### config.mk
export PLATFORM = sky130hd
export DESIGN_NAME = adcfr_top
export DESIGN_NICKNAME = d
export VERILOG_FILES = /design/src/common/adcfr_pkg.sv /design/src/rtl/adcfr_top.sv
export SDC_FILE = /design/constraint.sdc
export NUM_CORES = 1
export LEC_CHECK = 0
export ABC_CLOCK_PERIOD_IN_PS = 1900
export BUFFER_PORTS_ARGS = -buffer_cell sky130_fd_sc_hd__buf_2
export CAP_MARGIN = 15
export CELL_PAD_IN_SITES_DETAIL_PLACEMENT = 0
export CELL_PAD_IN_SITES_GLOBAL_PLACEMENT = 1
export CORE_MARGIN = 5
export CORE_UTILIZATION = 35
export CTS_CLUSTER_DIAMETER = 30
export DETAILED_ROUTE_END_ITERATION = 8
export GPL_TIMING_DRIVEN = 0
export PLACE_DENSITY = 0.78
export SETUP_SLACK_MARGIN = 0.05
export SLEW_MARGIN = 20
export SYNTH_ARGS = -nofsm -noshare
export SYNTH_HDL_FRONTEND = slang
export SYNTH_SLANG_ARGS = --single-unit
### constraint.sdc
create_clock -name clk_sys -period 1.9 [get_ports clk_sys]
set_input_delay 0.475 -clock clk_sys [delete_from_list [all_inputs] [get_ports clk_sys]]
set_output_delay 0.475 -clock clk_sys [all_outputs]
set_load 0.02 [all_outputs]
### src/common/adcfr_pkg.sv
// Constants and carrier types for the converter function registers.
// Assumes one 8-bit register access port and two converter channels.
package adcfr_pkg;
  localparam int NCH = 2;
  localparam int DW = 11;
  // Offsets
  localparam logic [7:0] A_CHAN = 8'h05;
  localparam logic [7:0] A_PWR = 8'h08;
  localparam logic [7:0] A_DIV = 8'h0b;
  localparam logic [7:0] A_SHUF = 8'h0c;
  localparam logic [7:0] A_TEST = 8'h0d;
  localparam logic [7:0] A_BUILT_IN_SELF_TEST = 8'h0e;
  localparam logic [7:0] A_COMMIT = 8'hff;
  // Values after reset
  localparam logic [7:0] R_CHAN = 8'hcf;
  localparam logic [1:0] R_PMODE = 2'h0;
  localparam logic R_PINFN = 1'b0;
  localparam logic [2:0] R_DIV = 3'h0;
  localparam logic [1:0] R_SHUF = 2'h1;
  localparam logic [7:0] R_TEST = 8'h30;
  localparam logic [7:0] R_BUILT_IN_SELF_TEST = 8'h04;
  // Field positions and masks
  localparam int B_PINFN = 5;
  localparam int B_LRST = 5;
  localparam int B_SRST = 4;
  localparam int B_BRST = 2;
  localparam int B_BEN = 0;
  localparam int B_COMMIT = 0;
  localparam logic [7:0] M_TEST = 8'h37;
  localparam logic [7:0] M_BUILT_IN_SELF_TEST = 8'h05;
  // Output test codes
  localparam logic [2:0] T_OFF = 3'h0;
  localparam logic [2:0] T_MID = 3'h1;
  localparam logic [2:0] T_PFS = 3'h2;
  localparam logic [2:0] T_NFS = 3'h3;
  localparam logic [2:0] T_CHK = 3'h4;
  localparam logic [2:0] T_PNL = 3'h5;
  localparam logic [2:0] T_PNS = 3'h6;
  localparam logic [2:0] T_TOG = 3'h7;
  // Pattern words, offset binary
  localparam logic [10:0] P_MID = 11'h400;
  localparam logic [10:0] P_PFS = 11'h7ff;
  localparam logic [10:0] P_NFS = 11'h000;
  localparam logic [10:0] P_CHK = 11'h555;
  localparam logic [22:0] SEED_L = 23'h7fffff;
  localparam logic [8:0] SEED_S = 9'h1ff;
  localparam logic [7:0] BUILT_IN_SELF_TEST_LEN = 8'hff;
  typedef struct packed {
    logic wr;
    logic rd;
    logic [7:0] addr;
    logic [7:0] wdata;
  } adcfr_req_t;
  typedef struct packed {
    logic [1:0] pmode;
    logic [1:0] shuf;
    logic [7:0] test;
    logic [7:0] built_in_self_test;
  } adcfr_lcl_t;
endpackage

### src/rtl/adcfr_top.sv
// Converter function register bank with shadowing and test patterns.
// Assumes the serial port is decoded upstream into one request per cycle.
// Contract
// [RULE1] Commit bit copies every pending shadow setting to active at once.
// [RULE2] Shadowed writes do nothing until commit; commit bit self-clears.
// [RULE3] Local writes hit every enabled channel; read one channel at a time.
// [RULE4] Pin function bit: 0 pin gives full power-down, 1 gives standby.
// [RULE5] Per-channel power mode defaults to 00, meaning normal operation.
// [RULE6] Divide ratio field divides input clock by value plus one.
// [RULE7] Shuffle field 00 disables shuffle; reset value leaves it enabled.
// [RULE8] Nonzero test code replaces samples with pattern; 000 is normal.
// [RULE9] Codes 001, 010, 011 give midscale, plus and minus full scale.
// [RULE10] Code 100 gives checkerboard, 111 toggles all ones and zeros.
// [RULE11] Code 101 gives long noise sequence, 110 the short one.
// [RULE12] Long noise reset bit 0 holds generator, 1 lets it run.
// [RULE13] Short noise reset bit 0 holds generator, 1 lets it run.
// [RULE14] Self-test enable bit 1 starts the channel self-test.
// [RULE15] Self-test reset bit 0 holds self-test logic in reset.
`timescale 1ns/10ps
`default_nettype none
module adcfr_top (
  // Clock and reset
  input wire logic clk_sys,
  input wire logic rst_n,
  // Register access
  input wire adcfr_pkg::adcfr_req_t req,
  output logic [7:0] rdata,
  output logic rd_valid,
  // Power-down pin and power state
  input wire logic pdwn_pin,
  output logic full_pd,
  output logic standby,
  output logic [adcfr_pkg::NCH-1:0][1:0] chan_pmode,
  output logic [adcfr_pkg::NCH-1:0] shuffle_en,
  // Sample path
  input wire logic [adcfr_pkg::NCH-1:0][adcfr_pkg::DW-1:0] sample_in,
  output logic sample_en,
  output logic [adcfr_pkg::NCH-1:0][adcfr_pkg::DW-1:0] dout,
  // Self-test
  output logic [adcfr_pkg::NCH-1:0] built_in_self_test_running,
  output logic [adcfr_pkg::NCH-1:0] built_in_self_test_done
);
  localparam int NCH = adcfr_pkg::NCH;

  // ==========================================================
  // Register file
  logic [7:0] chan_idx, next_chan_idx;
  logic commit, next_commit;
  logic pinfn_sh, next_pinfn_sh;
  logic [2:0] div_sh, next_div_sh;
  adcfr_pkg::adcfr_lcl_t [NCH-1:0] lcl_sh, next_lcl_sh;
  logic [7:0] next_rdata;
  adcfr_pkg::adcfr_lcl_t rl;
  int rc;

  always_comb begin
    next_chan_idx = chan_idx;
    next_pinfn_sh = pinfn_sh;
    next_div_sh = div_sh;
    next_lcl_sh = lcl_sh;
    next_commit = 1'b0; // see [RULE2]
    if (req.wr) begin
      case (req.addr)
        adcfr_pkg::A_CHAN: next_chan_idx = req.wdata;
        adcfr_pkg::A_COMMIT:
          next_commit = req.wdata[adcfr_pkg::B_COMMIT]; // see [RULE1]
        adcfr_pkg::A_PWR: next_pinfn_sh = req.wdata[adcfr_pkg::B_PINFN];
        adcfr_pkg::A_DIV: next_div_sh = req.wdata[2:0];
        default: ;
      endcase
      for (int c = 0; c < NCH; c++) begin
        if (chan_idx[c]) begin // see [RULE3]
          case (req.addr)
            adcfr_pkg::A_PWR: next_lcl_sh[c].pmode = req.wdata[1:0];
            adcfr_pkg::A_SHUF: next_lcl_sh[c].shuf = req.wdata[1:0];
            adcfr_pkg::A_TEST:
              next_lcl_sh[c].test = req.wdata & adcfr_pkg::M_TEST;
            adcfr_pkg::A_BUILT_IN_SELF_TEST:
              next_lcl_sh[c].built_in_self_test = req.wdata & adcfr_pkg::M_BUILT_IN_SELF_TEST;
            default: ;
          endcase
        end
      end
    end
    // Several channels selected: channel A answers
    rc = chan_idx[0] ? 0 : 1; // see [RULE3]
    rl = lcl_sh[rc];
    case (req.addr)
      adcfr_pkg::A_CHAN: next_rdata = chan_idx;
      adcfr_pkg::A_COMMIT: next_rdata = {7'h00, commit};
      adcfr_pkg::A_PWR: next_rdata = {2'h0, pinfn_sh, 3'h0, rl.pmode};
      adcfr_pkg::A_DIV: next_rdata = {5'h00, div_sh};
      adcfr_pkg::A_SHUF: next_rdata = {6'h00, rl.shuf};
      adcfr_pkg::A_TEST: next_rdata = rl.test;
      adcfr_pkg::A_BUILT_IN_SELF_TEST: next_rdata = rl.built_in_self_test;
      default: next_rdata = 8'h00;
    endcase
  end

  always_ff @(posedge clk_sys) begin
    if (!rst_n) begin
      chan_idx <= adcfr_pkg::R_CHAN;
      commit <= 1'b0;
      pinfn_sh <= adcfr_pkg::R_PINFN;
      div_sh <= adcfr_pkg::R_DIV;
      for (int c = 0; c < NCH; c++) begin
        lcl_sh[c] <= {adcfr_pkg::R_PMODE, adcfr_pkg::R_SHUF,
                      adcfr_pkg::R_TEST, adcfr_pkg::R_BUILT_IN_SELF_TEST};
      end
      rdata <= 8'h00;
      rd_valid <= 1'b0;
    end else begin
      chan_idx <= next_chan_idx;
      commit <= next_commit;
      pinfn_sh <= next_pinfn_sh;
      div_sh <= next_div_sh;
      lcl_sh <= next_lcl_sh;
      rdata <= next_rdata;
      rd_valid <= req.rd;
    end
  end

  // ==========================================================
  // Active settings, loaded only by a commit
  logic pinfn, next_pinfn;
  logic [2:0] div, next_div;
  adcfr_pkg::adcfr_lcl_t [NCH-1:0] lcl, next_lcl;
  logic next_full_pd, next_standby;
  logic [NCH-1:0][1:0] next_chan_pmode;
  logic [NCH-1:0] next_shuffle_en;

  always_comb begin
    next_pinfn = pinfn;
    next_div = div;
    next_lcl = lcl;
    if (commit) begin // see [RULE1]
      next_pinfn = pinfn_sh;
      next_div = div_sh;
      next_lcl = lcl_sh;
    end
    next_full_pd = pdwn_pin & ~pinfn; // see [RULE4]
    next_standby = pdwn_pin & pinfn;
    for (int c = 0; c < NCH; c++) begin
      next_chan_pmode[c] = lcl[c].pmode; // see [RULE5]
      next_shuffle_en[c] = |lcl[c].shuf; // see [RULE7]
    end
  end

  always_ff @(posedge clk_sys) begin
    if (!rst_n) begin
      pinfn <= adcfr_pkg::R_PINFN;
      div <= adcfr_pkg::R_DIV; // see [RULE6]
      for (int c = 0; c < NCH; c++) begin
        lcl[c] <= {adcfr_pkg::R_PMODE, adcfr_pkg::R_SHUF,
                   adcfr_pkg::R_TEST, adcfr_pkg::R_BUILT_IN_SELF_TEST};
      end
      full_pd <= 1'b0;
      standby <= 1'b0;
      chan_pmode <= '0;
      shuffle_en <= '0;
    end else begin
      pinfn <= next_pinfn;
      div <= next_div;
      lcl <= next_lcl;
      full_pd <= next_full_pd;
      standby <= next_standby;
      chan_pmode <= next_chan_pmode;
      shuffle_en <= next_shuffle_en;
    end
  end

  // ==========================================================
  // Input clock divider
  logic [2:0] dcnt, next_dcnt;
  logic next_sample_en;

  always_comb begin
    // Compare with >= so a smaller ratio never strands the count
    next_sample_en = (dcnt >= div); // see [RULE6]
    next_dcnt = next_sample_en ? 3'h0 : dcnt + 3'h1;
  end

  always_ff @(posedge clk_sys) begin
    if (!rst_n) begin
      dcnt <= 3'h0;
      sample_en <= 1'b0;
    end else begin
      dcnt <= next_dcnt;
      sample_en <= next_sample_en;
    end
  end

  // ==========================================================
  // Per-channel pattern generators and self-test
  for (genvar g = 0; g < NCH; g++) begin : g_ch
    logic [22:0] pnl, next_pnl;
    logic [8:0] pns, next_pns;
    logic tog, next_tog;
    logic [7:0] bcnt, next_bcnt;
    logic [10:0] next_dout;
    logic brun, next_bdone;
    logic [2:0] code;

    always_comb begin
      code = lcl[g].test[2:0];
      next_pnl = pnl;
      next_pns = pns;
      next_tog = tog;
      next_dout = dout[g];
      if (sample_en) begin
        next_pnl = {pnl[21:0], pnl[22] ^ pnl[17]};
        next_pns = {pns[7:0], pns[8] ^ pns[4]};
        next_tog = ~tog;
        case (code) // see [RULE8]
          adcfr_pkg::T_OFF: next_dout = sample_in[g];
          adcfr_pkg::T_MID: next_dout = adcfr_pkg::P_MID; // see [RULE9]
          adcfr_pkg::T_PFS: next_dout = adcfr_pkg::P_PFS;
          adcfr_pkg::T_NFS: next_dout = adcfr_pkg::P_NFS;
          adcfr_pkg::T_CHK: // see [RULE10]
            next_dout = tog ? ~adcfr_pkg::P_CHK : adcfr_pkg::P_CHK;
          adcfr_pkg::T_PNL: next_dout = pnl[10:0]; // see [RULE11]
          adcfr_pkg::T_PNS: next_dout = {pns[1:0], pns};
          adcfr_pkg::T_TOG:
            next_dout = tog ? adcfr_pkg::P_NFS : adcfr_pkg::P_PFS;
          default: next_dout = sample_in[g];
        endcase
      end
      // Reset bit low holds the generator at its seed
      if (!lcl[g].test[adcfr_pkg::B_LRST]) begin // see [RULE12]
        next_pnl = adcfr_pkg::SEED_L;
      end
      if (!lcl[g].test[adcfr_pkg::B_SRST]) begin // see [RULE13]
        next_pns = adcfr_pkg::SEED_S;
      end
      brun = lcl[g].built_in_self_test[adcfr_pkg::B_BEN] &
             lcl[g].built_in_self_test[adcfr_pkg::B_BRST]; // see [RULE14] [RULE15]
      next_bcnt = bcnt;
      if (!brun) begin
        next_bcnt = 8'h00;
      end else if (sample_en && bcnt != adcfr_pkg::BUILT_IN_SELF_TEST_LEN) begin
        next_bcnt = bcnt + 8'h01;
      end
      next_bdone = brun && (bcnt == adcfr_pkg::BUILT_IN_SELF_TEST_LEN);
    end

    always_ff @(posedge clk_sys) begin
      if (!rst_n) begin
        pnl <= adcfr_pkg::SEED_L;
        pns <= adcfr_pkg::SEED_S;
        tog <= 1'b0;
        bcnt <= 8'h00;
        dout[g] <= 11'h000;
        built_in_self_test_running[g] <= 1'b0;
        built_in_self_test_done[g] <= 1'b0;
      end else begin
        pnl <= next_pnl;
        pns <= next_pns;
        tog <= next_tog;
        bcnt <= next_bcnt;
        dout[g] <= next_dout;
        built_in_self_test_running[g] <= brun;
        built_in_self_test_done[g] <= next_bdone;
      end
    end

    chk_test_mid: assert property (@(posedge clk_sys) // see [RULE9]
      disable iff (!rst_n)
      sample_en && code == adcfr_pkg::T_MID |=> dout[g] == adcfr_pkg::P_MID)
      else $error("midscale pattern wrong");
    // Previous word must come from a toggle sample, not another pattern
    chk_word_toggle: assert property (@(posedge clk_sys) // see [RULE10]
      disable iff (!rst_n)
      sample_en && $past(sample_en) && code == adcfr_pkg::T_TOG &&
      $past(code) == adcfr_pkg::T_TOG && dout[g] == adcfr_pkg::P_PFS
      |=> dout[g] == adcfr_pkg::P_NFS)
      else $error("word toggle did not flip");
    chk_long_hold: assert property (@(posedge clk_sys) // see [RULE12]
      disable iff (!rst_n)
      !lcl[g].test[adcfr_pkg::B_LRST] |=> pnl == adcfr_pkg::SEED_L)
      else $error("long generator ran in reset");
    chk_built_in_self_test_gate: assert property (@(posedge clk_sys) // see [RULE15]
      disable iff (!rst_n)
      !lcl[g].built_in_self_test[adcfr_pkg::B_BRST] |=> !built_in_self_test_running[g])
      else $error("self-test ran while held");
    cov_pn_long: cover property (@(posedge clk_sys)
      sample_en && code == adcfr_pkg::T_PNL);
    cov_built_in_self_test_done: cover property (@(posedge clk_sys) built_in_self_test_done[g]);
  end

  // ==========================================================
  // Checks
  chk_commit_copy: assert property (@(posedge clk_sys) // see [RULE1]
    disable iff (!rst_n)
    commit |=> div == $past(div_sh) && lcl == $past(lcl_sh))
    else $error("commit did not copy shadow");
  chk_commit_clear: assert property (@(posedge clk_sys) // see [RULE2]
    disable iff (!rst_n)
    commit && !(req.wr && req.addr == adcfr_pkg::A_COMMIT) |=> !commit)
    else $error("commit bit stuck");
  chk_shadow_hold: assert property (@(posedge clk_sys) // see [RULE2]
    disable iff (!rst_n)
    !commit |=> $stable(div) && $stable(lcl) && $stable(pinfn))
    else $error("active changed without commit");
  chk_index_write: assert property (@(posedge clk_sys) // see [RULE3]
    disable iff (!rst_n)
    req.wr && req.addr == adcfr_pkg::A_SHUF && chan_idx[1]
    |=> lcl_sh[1].shuf == $past(req.wdata[1:0]))
    else $error("local write missed channel");
  chk_pin_full: assert property (@(posedge clk_sys) // see [RULE4]
    disable iff (!rst_n)
    pdwn_pin && !pinfn |=> full_pd && !standby)
    else $error("pin did not give full power-down");
  chk_pin_standby: assert property (@(posedge clk_sys) // see [RULE4]
    disable iff (!rst_n)
    pdwn_pin && pinfn |=> standby && !full_pd)
    else $error("pin did not give standby");
  // Looks back so a later commit of a new ratio cannot trip it
  chk_div_four: assert property (@(posedge clk_sys) // see [RULE6]
    disable iff (!rst_n)
    $past(sample_en, 4) && $past(div, 1) == 3'h3 && $past(div, 2) == 3'h3
    && $past(div, 3) == 3'h3 && $past(div, 4) == 3'h3
    |-> sample_en && !$past(sample_en, 1) && !$past(sample_en, 2)
    && !$past(sample_en, 3))
    else $error("divide by four period wrong");
  chk_reset_mode: assert property (@(posedge clk_sys) // see [RULE5]
    !rst_n |=> lcl[0].pmode == 2'h0 && lcl[0].shuf == 2'h1)
    else $error("power or shuffle reset value wrong");
  cov_commit: cover property (@(posedge clk_sys) commit);
  cov_standby: cover property (@(posedge clk_sys) standby);
endmodule
`default_nettype wire

=== Word level (Yosys, flattened, before mapping) ===
Index checks and enable logic that the tools add are counted.

* Add/sub/neg operators: 3
* Magnitude comparators: 2
* Equality and inequality tests: 25
* Muxes and demuxes: 11
* Bitwise operators: 12
* Reduce and logical (&&, ||, !) cells: 27

{| class="wikitable"
|+ Operator list
! cell !! number
|-
| $pmux 11 s8 || 2
|-
| $mux 20 || 3
|-
| $pmux 8 s7 || 1
|-
| $mux 11 || 4
|-
| $eq 8x4->1 const B || 5
|-
| $reduce_and 3->1 || 9
|-
| $eq 3x3->1 const B || 8
|-
| $eq 8x8->1 const B || 3
|-
| $reduce_and 2->1 || 9
|-
| $add 8x1->8 const B || 2
|-
| $ne 8x8->1 const B || 2
|-
| $eq 3x2->1 const B || 4
|-
| $eq 8x3->1 const B || 1
|-
| $eq 3x1->1 const B || 2
|-
| $logic_not 3->1 || 2
|-
| $reduce_or 2->1 || 3
|-
| $and 1x1->1 || 4
|-
| $logic_and 1x1->1 || 4
|-
| $not 1->1 || 4
|-
| $xor 1x1->1 || 4
|-
| $add 3x1->3 const B || 1
|-
| $ge 3x3->1 || 1
|-
| $lt 1x2->1 const B || 1
|-
| $mux 1 || 1
|}

* Bits in registers: 190
* Input bits: 43
* Logic and storage cells: 125

=== Logic depth before layout (Yosys ltp) ===
* Depth after elaboration: 5
* Mapped depth: 6

=== Worst setup path before layout ===
Ideal clock, no wire load.

* Kind: input to register
* From: in req[13] (netlist name)
* To: reg lcl_sh[12] (netlist name)
* Library setup time: 0.129 ns
* Data arrival time: 1.956 ns
* Data required time: 1.771 ns
* Path slack: -0.185 ns
* Stages on the path: 6
* Buffers on the path: 2
* Cell sequence: or4_4 buf_6 or4_4 buf_6 mux2i_1 nand2_1

* Cells in the longest elaborated chain, start to end: 2

{| class="wikitable"
|+ RTL lines
! what !! line !! source
|-
| start: declaration || adcfr_top.sv:26 || <nowiki>input wire adcfr_pkg::adcfr_req_t req,</nowiki>
|-
| $eq 8x4->1 || adcfr_top.sv:73 || <nowiki>case (req.addr)</nowiki>
|-
| $reduce_and 3->1 (no line) || -- ||
|-
| end signal: indexed assignment || adcfr_top.sv:107 || <nowiki>lcl_sh[c] <= {adcfr_pkg::R_PMODE, adcfr_pkg::R_SHUF,</nowiki>
|-
| end signal: assignment || adcfr_top.sv:117 || <nowiki>lcl_sh <= next_lcl_sh;</nowiki>
|-
| end: declaration || adcfr_top.sv:51 || <nowiki>adcfr_pkg::adcfr_lcl_t [NCH-1:0] lcl_sh, next_lcl_sh;</nowiki>
|}

No other way between the ends.
A chain may end at the register's enable or synchronous reset.

=== Worst setup path in the final report ===
* From: in req[13] (netlist name)
* To: reg rdata[0]

* Cells in the longest elaborated chain, start to end: 2
* Elaborated cells between the ends (all ways): 8
* Those cells by class: eq/ne: 7; mux: 1

{| class="wikitable"
|+ RTL lines
! what !! line !! source
|-
| $eq 8x4->1, or another cell as far along || adcfr_top.sv:88 || <nowiki>case (req.addr)</nowiki>
|-
| $pmux 8 s7 * || adcfr_top.sv:88 ||
|-
| end signal: assignment || adcfr_top.sv:118 || <nowiki>rdata <= next_rdata;</nowiki>
|-
| end: declaration || adcfr_top.sv:27 || <nowiki>output logic [7:0] rdata,</nowiki>
|}

Mark *: on every way between the ends. The rest lies on a longest branch, timed or not.

==> impl_results.md <==
* Outcome: complete, no violations
* DRC errors left at 0
* Hold path cells at 2
* Worst Skew at 10.0 ps
* Root Driver: clkbuf_16
* Die area at 0.0260 mm²
* Power per standard cell area at 856 mW/mm²
* Slew HR at 0.494
* Reg2Reg Launch Point: sample_en
* Worst-path clk slew at 70 ps
* Final WL at 20,100 µm
* Syn Area/Cell at 9.32 µm²
* Ys async rst share at 0
* DP HPWL at 14,500 µm
* Final worst slack at 138 ps
* Fmax at 568 MHz
* Longest Clk Path Bufs at 2
* Clock sinks at 190
* Hold Startpoint: req[16]
* MaxCap Viol Count at 0
* RePlAce Congestion at 0.854
* Core area at 0.0226 mm²
* Commonest non-fill, non-tap cell in the layout: dfxtp_1
* Synth Warn # at 0
* HP Class: input port to register
* Library cells used by synthesis at 55
* Largest net degree at the start of global routing at 17
* Post-synth EDFFs at 0
* I/O Buffers at 85
* Core Rows at 55
* Most frequent cells in the layout: 190 x dfxtp_1, 131 x mux2i_1, 120 x nand2_1, 91 x buf_2, 69 x nor2_1
* CP Launch Type: input port
* Seq/Total Area, Yosys at 0.475
* CTS Buf Count at 17
* Instance count of the mapped netlist at 859
* Capturing point of the worst reg2reg path: dout[0]
* Pleak at 0.00395 µW
* Placed Area at 0.00882 mm²
* Total number of vias at 6,380
* Final Hold Viols at 0
* Drt pass-1 iters at 5
* Nets at 1,012
* Initial drt markers at 359
* Gr busiest metal: met2
* CP max FO at 10
* Clk_lat worst skew at 430 ps
* All-Layer GR Usage at 0.155
* CTS H-Tree Depth at 4
* Wire length per cell at 16.0 µm
* Final setup vio count at 0
* Post-Layout Inst Area at 0.00949 mm²
* Global Route met3 Usage at 0.0365
* M1 GR Usage at 0.210
* Fillcell total at 2,268
* RSZ-0062 raised after global routing: false
* Peak supply drop at 0.533 mV
* Synthesis-to-layout area growth at 18.6%
* Vias in the first global route at 6,140
* Syn Nets at 908
* Initial core utilization at 0.355
* Hold Slack at 255 ps
* Critical path class: input port to register
* Die span in x at 161 µm
* Final slew viol count at 0
* Crit share post-route at 0.927
* R2R setup slack at 160 ps
* Flip-flop and latch count after synthesis at 190
* Post-route minimum period at 1760 ps
* Gr ovfl total at 0
* Hold buffer count at cts at 0
* Met2 GRT Util at 0.249
* Netlist Area Pre-Place at 0.00800 mm²
* Die Y at 161 µm
* Crit path capture type: register
* Ys flop type: dfxtp_1
* # IOs at 87
* First-pass GRT wire length at 32,400 µm
* Slew @ Worst Pin at 759 ps
* Data arrival, critical path at 2100 ps
* Post-route ant nets at 0
* CTS tree: yes
* Vias/cell at 5.06
* Pre-CTS setup slack at -502 ps
* CP required at 2240 ps
* Hold Path Sink: rd_valid
* Worst reg2reg path depth at 4
* Share of cells above drive strength 1 at 0.170
* Initial antenna violation count at 1
routing by layer:
| metal | vias to the layer above | routed length, µm |
|---|---|---|
| li1 | 3205 | - |
| met1 | 3014 | 9540 |
| met2 | 141 | 9430 |
| met3 | 20 | 885 |
| met4 | 0 | 287 |
| met5 | - | 0 |
per-stage QoR:
step	setup TNS [ps]	power, µW	cells	utilization
5_1_grt	0	8440	1262	0.421
4_1_cts	0	8210	1262	0.419
2_1_floorplan	-887	4500	859	-
3_3_place_gp	-40030	4710	1229	0.391
6_report	0	8130	1262	0.421
3_5_place_dp	-37820	4710	1229	0.391
power breakdown:
part	switching, µW	total, µW	leakage, µW	internal [µW]
logic	344	542	0.00212	197
clock network	1570	3500	0.000278	1930
registers	43.0	4080	0.00154	4040
area by class of cell:
type                    count  area (µm²)  area share
plain buffers              58         278      0.0293
repair buffers             87         453      0.0477
flip-flops and latches    190        3800       0.401
clock inverters            11         109      0.0115
inverters                  21        78.8     0.00830
multi-input cells         588        3940       0.415
well taps                 285         357      0.0376
clock buffers              21         470      0.0496
diodes                      1        2.50    0.000264
worst max path at each step:
stage | startpoint | to
finish | req[13] | rdata[0]
global placement | rst_n | lcl[16]
detailed placement | rst_n | chan_idx[3]
global route | g_ch[0].code[1] | dout[6]
floorplan | req[13] | lcl_sh[12]
CTS | sample_en | g_ch[1].pnl[13]
worst max-delay path: stages:
cell      delay, ps
buf_2           110
or4_4           530
buf_6           150
buf_2           230
nor3_1          280
a211oi_1         70
a211oi_1        240
cell usage after synthesis (2+ instances only):
master | number | area (µm²)
nor4_2 | 2 | 25.0
a2111oi_0 | 2 | 17.5
nand4_1 | 12 | 75.1
or3_1 | 3 | 18.8
nor4_1 | 3 | 18.8
nand2_1 | 120 | 450
o22ai_1 | 2 | 12.5
dfxtp_1 | 190 | 3800
ha_1 | 6 | 75.1
a22o_1 | 7 | 61.3
nand3_1 | 11 | 55.1
o211ai_1 | 10 | 75.1
nand4b_1 | 4 | 35.0
a31oi_1 | 13 | 81.3
a211oi_1 | 3 | 22.5
a21o_1 | 4 | 30.0
buf_6 | 3 | 33.8
buf_1 | 6 | 22.5
nor2b_1 | 7 | 43.8
o2111ai_1 | 4 | 35.0
a2bb2oi_1 | 3 | 26.3
nor3_1 | 15 | 75.1
nor3_2 | 2 | 20.0
nor3b_1 | 3 | 22.5
a311oi_1 | 2 | 17.5
a22oi_1 | 12 | 90.1
nor2_1 | 69 | 259
inv_1 | 20 | 75.1
or4_4 | 3 | 33.8
o21ai_0 | 31 | 155
mux2i_1 | 131 | 1310
and3_1 | 10 | 62.6
a21oi_1 | 28 | 140
o31ai_1 | 3 | 22.5
buf_2 | 4 | 20.0
clkbuf_1 | 47 | 176
a21bo_2 | 2 | 20.0
xor2_1 | 8 | 70.1
or2_2 | 7 | 43.8
and4b_1 | 3 | 30.0
xnor2_1 | 8 | 70.1
nand2b_1 | 11 | 68.8
and2_1 | 13 | 81.3
flip-flops by register name, summed over array words and instances (netlist names), 3 cells and up:
register    count
g_ch.bcnt      16
lcl            16
div_sh          3
g_ch.pns       18
chan_pmode      4
chan_idx        8
rdata           8
div             3
lcl_sh         22
g_ch.code       6
dout           22
dcnt            3
g_ch.pnl       46
cell families (layout without fill, tap and decap cells):
group / Yosys count / after routing / share of synthesized area
muxes: 133 / 133 / 0.168
DFF: 190 / 190 / 0.475
buffers and inverters: 81 / 198 / 0.0414
other: 0 / 1 / 0
xor gates and xnor gates: 16 / 16 / 0.0175
and+or+nand+nor: 305 / 305 / 0.186
AOI/OAI and AO/OA: 128 / 128 / 0.103
adders and majority gates: 6 / 6 / 0.00938
repair_timing:
| action | in CTS | in global routing |
|---|---|---|
| gates resized for setup | 14 | 16 |
| setup buffers | 1 | 1 |
| pin swaps | 1 | 1 |
| hold endpoints to repair | 0 | 0 |
| setup endpoints to repair | 131 | 73 |
Power figures use the tool's default switching activity.
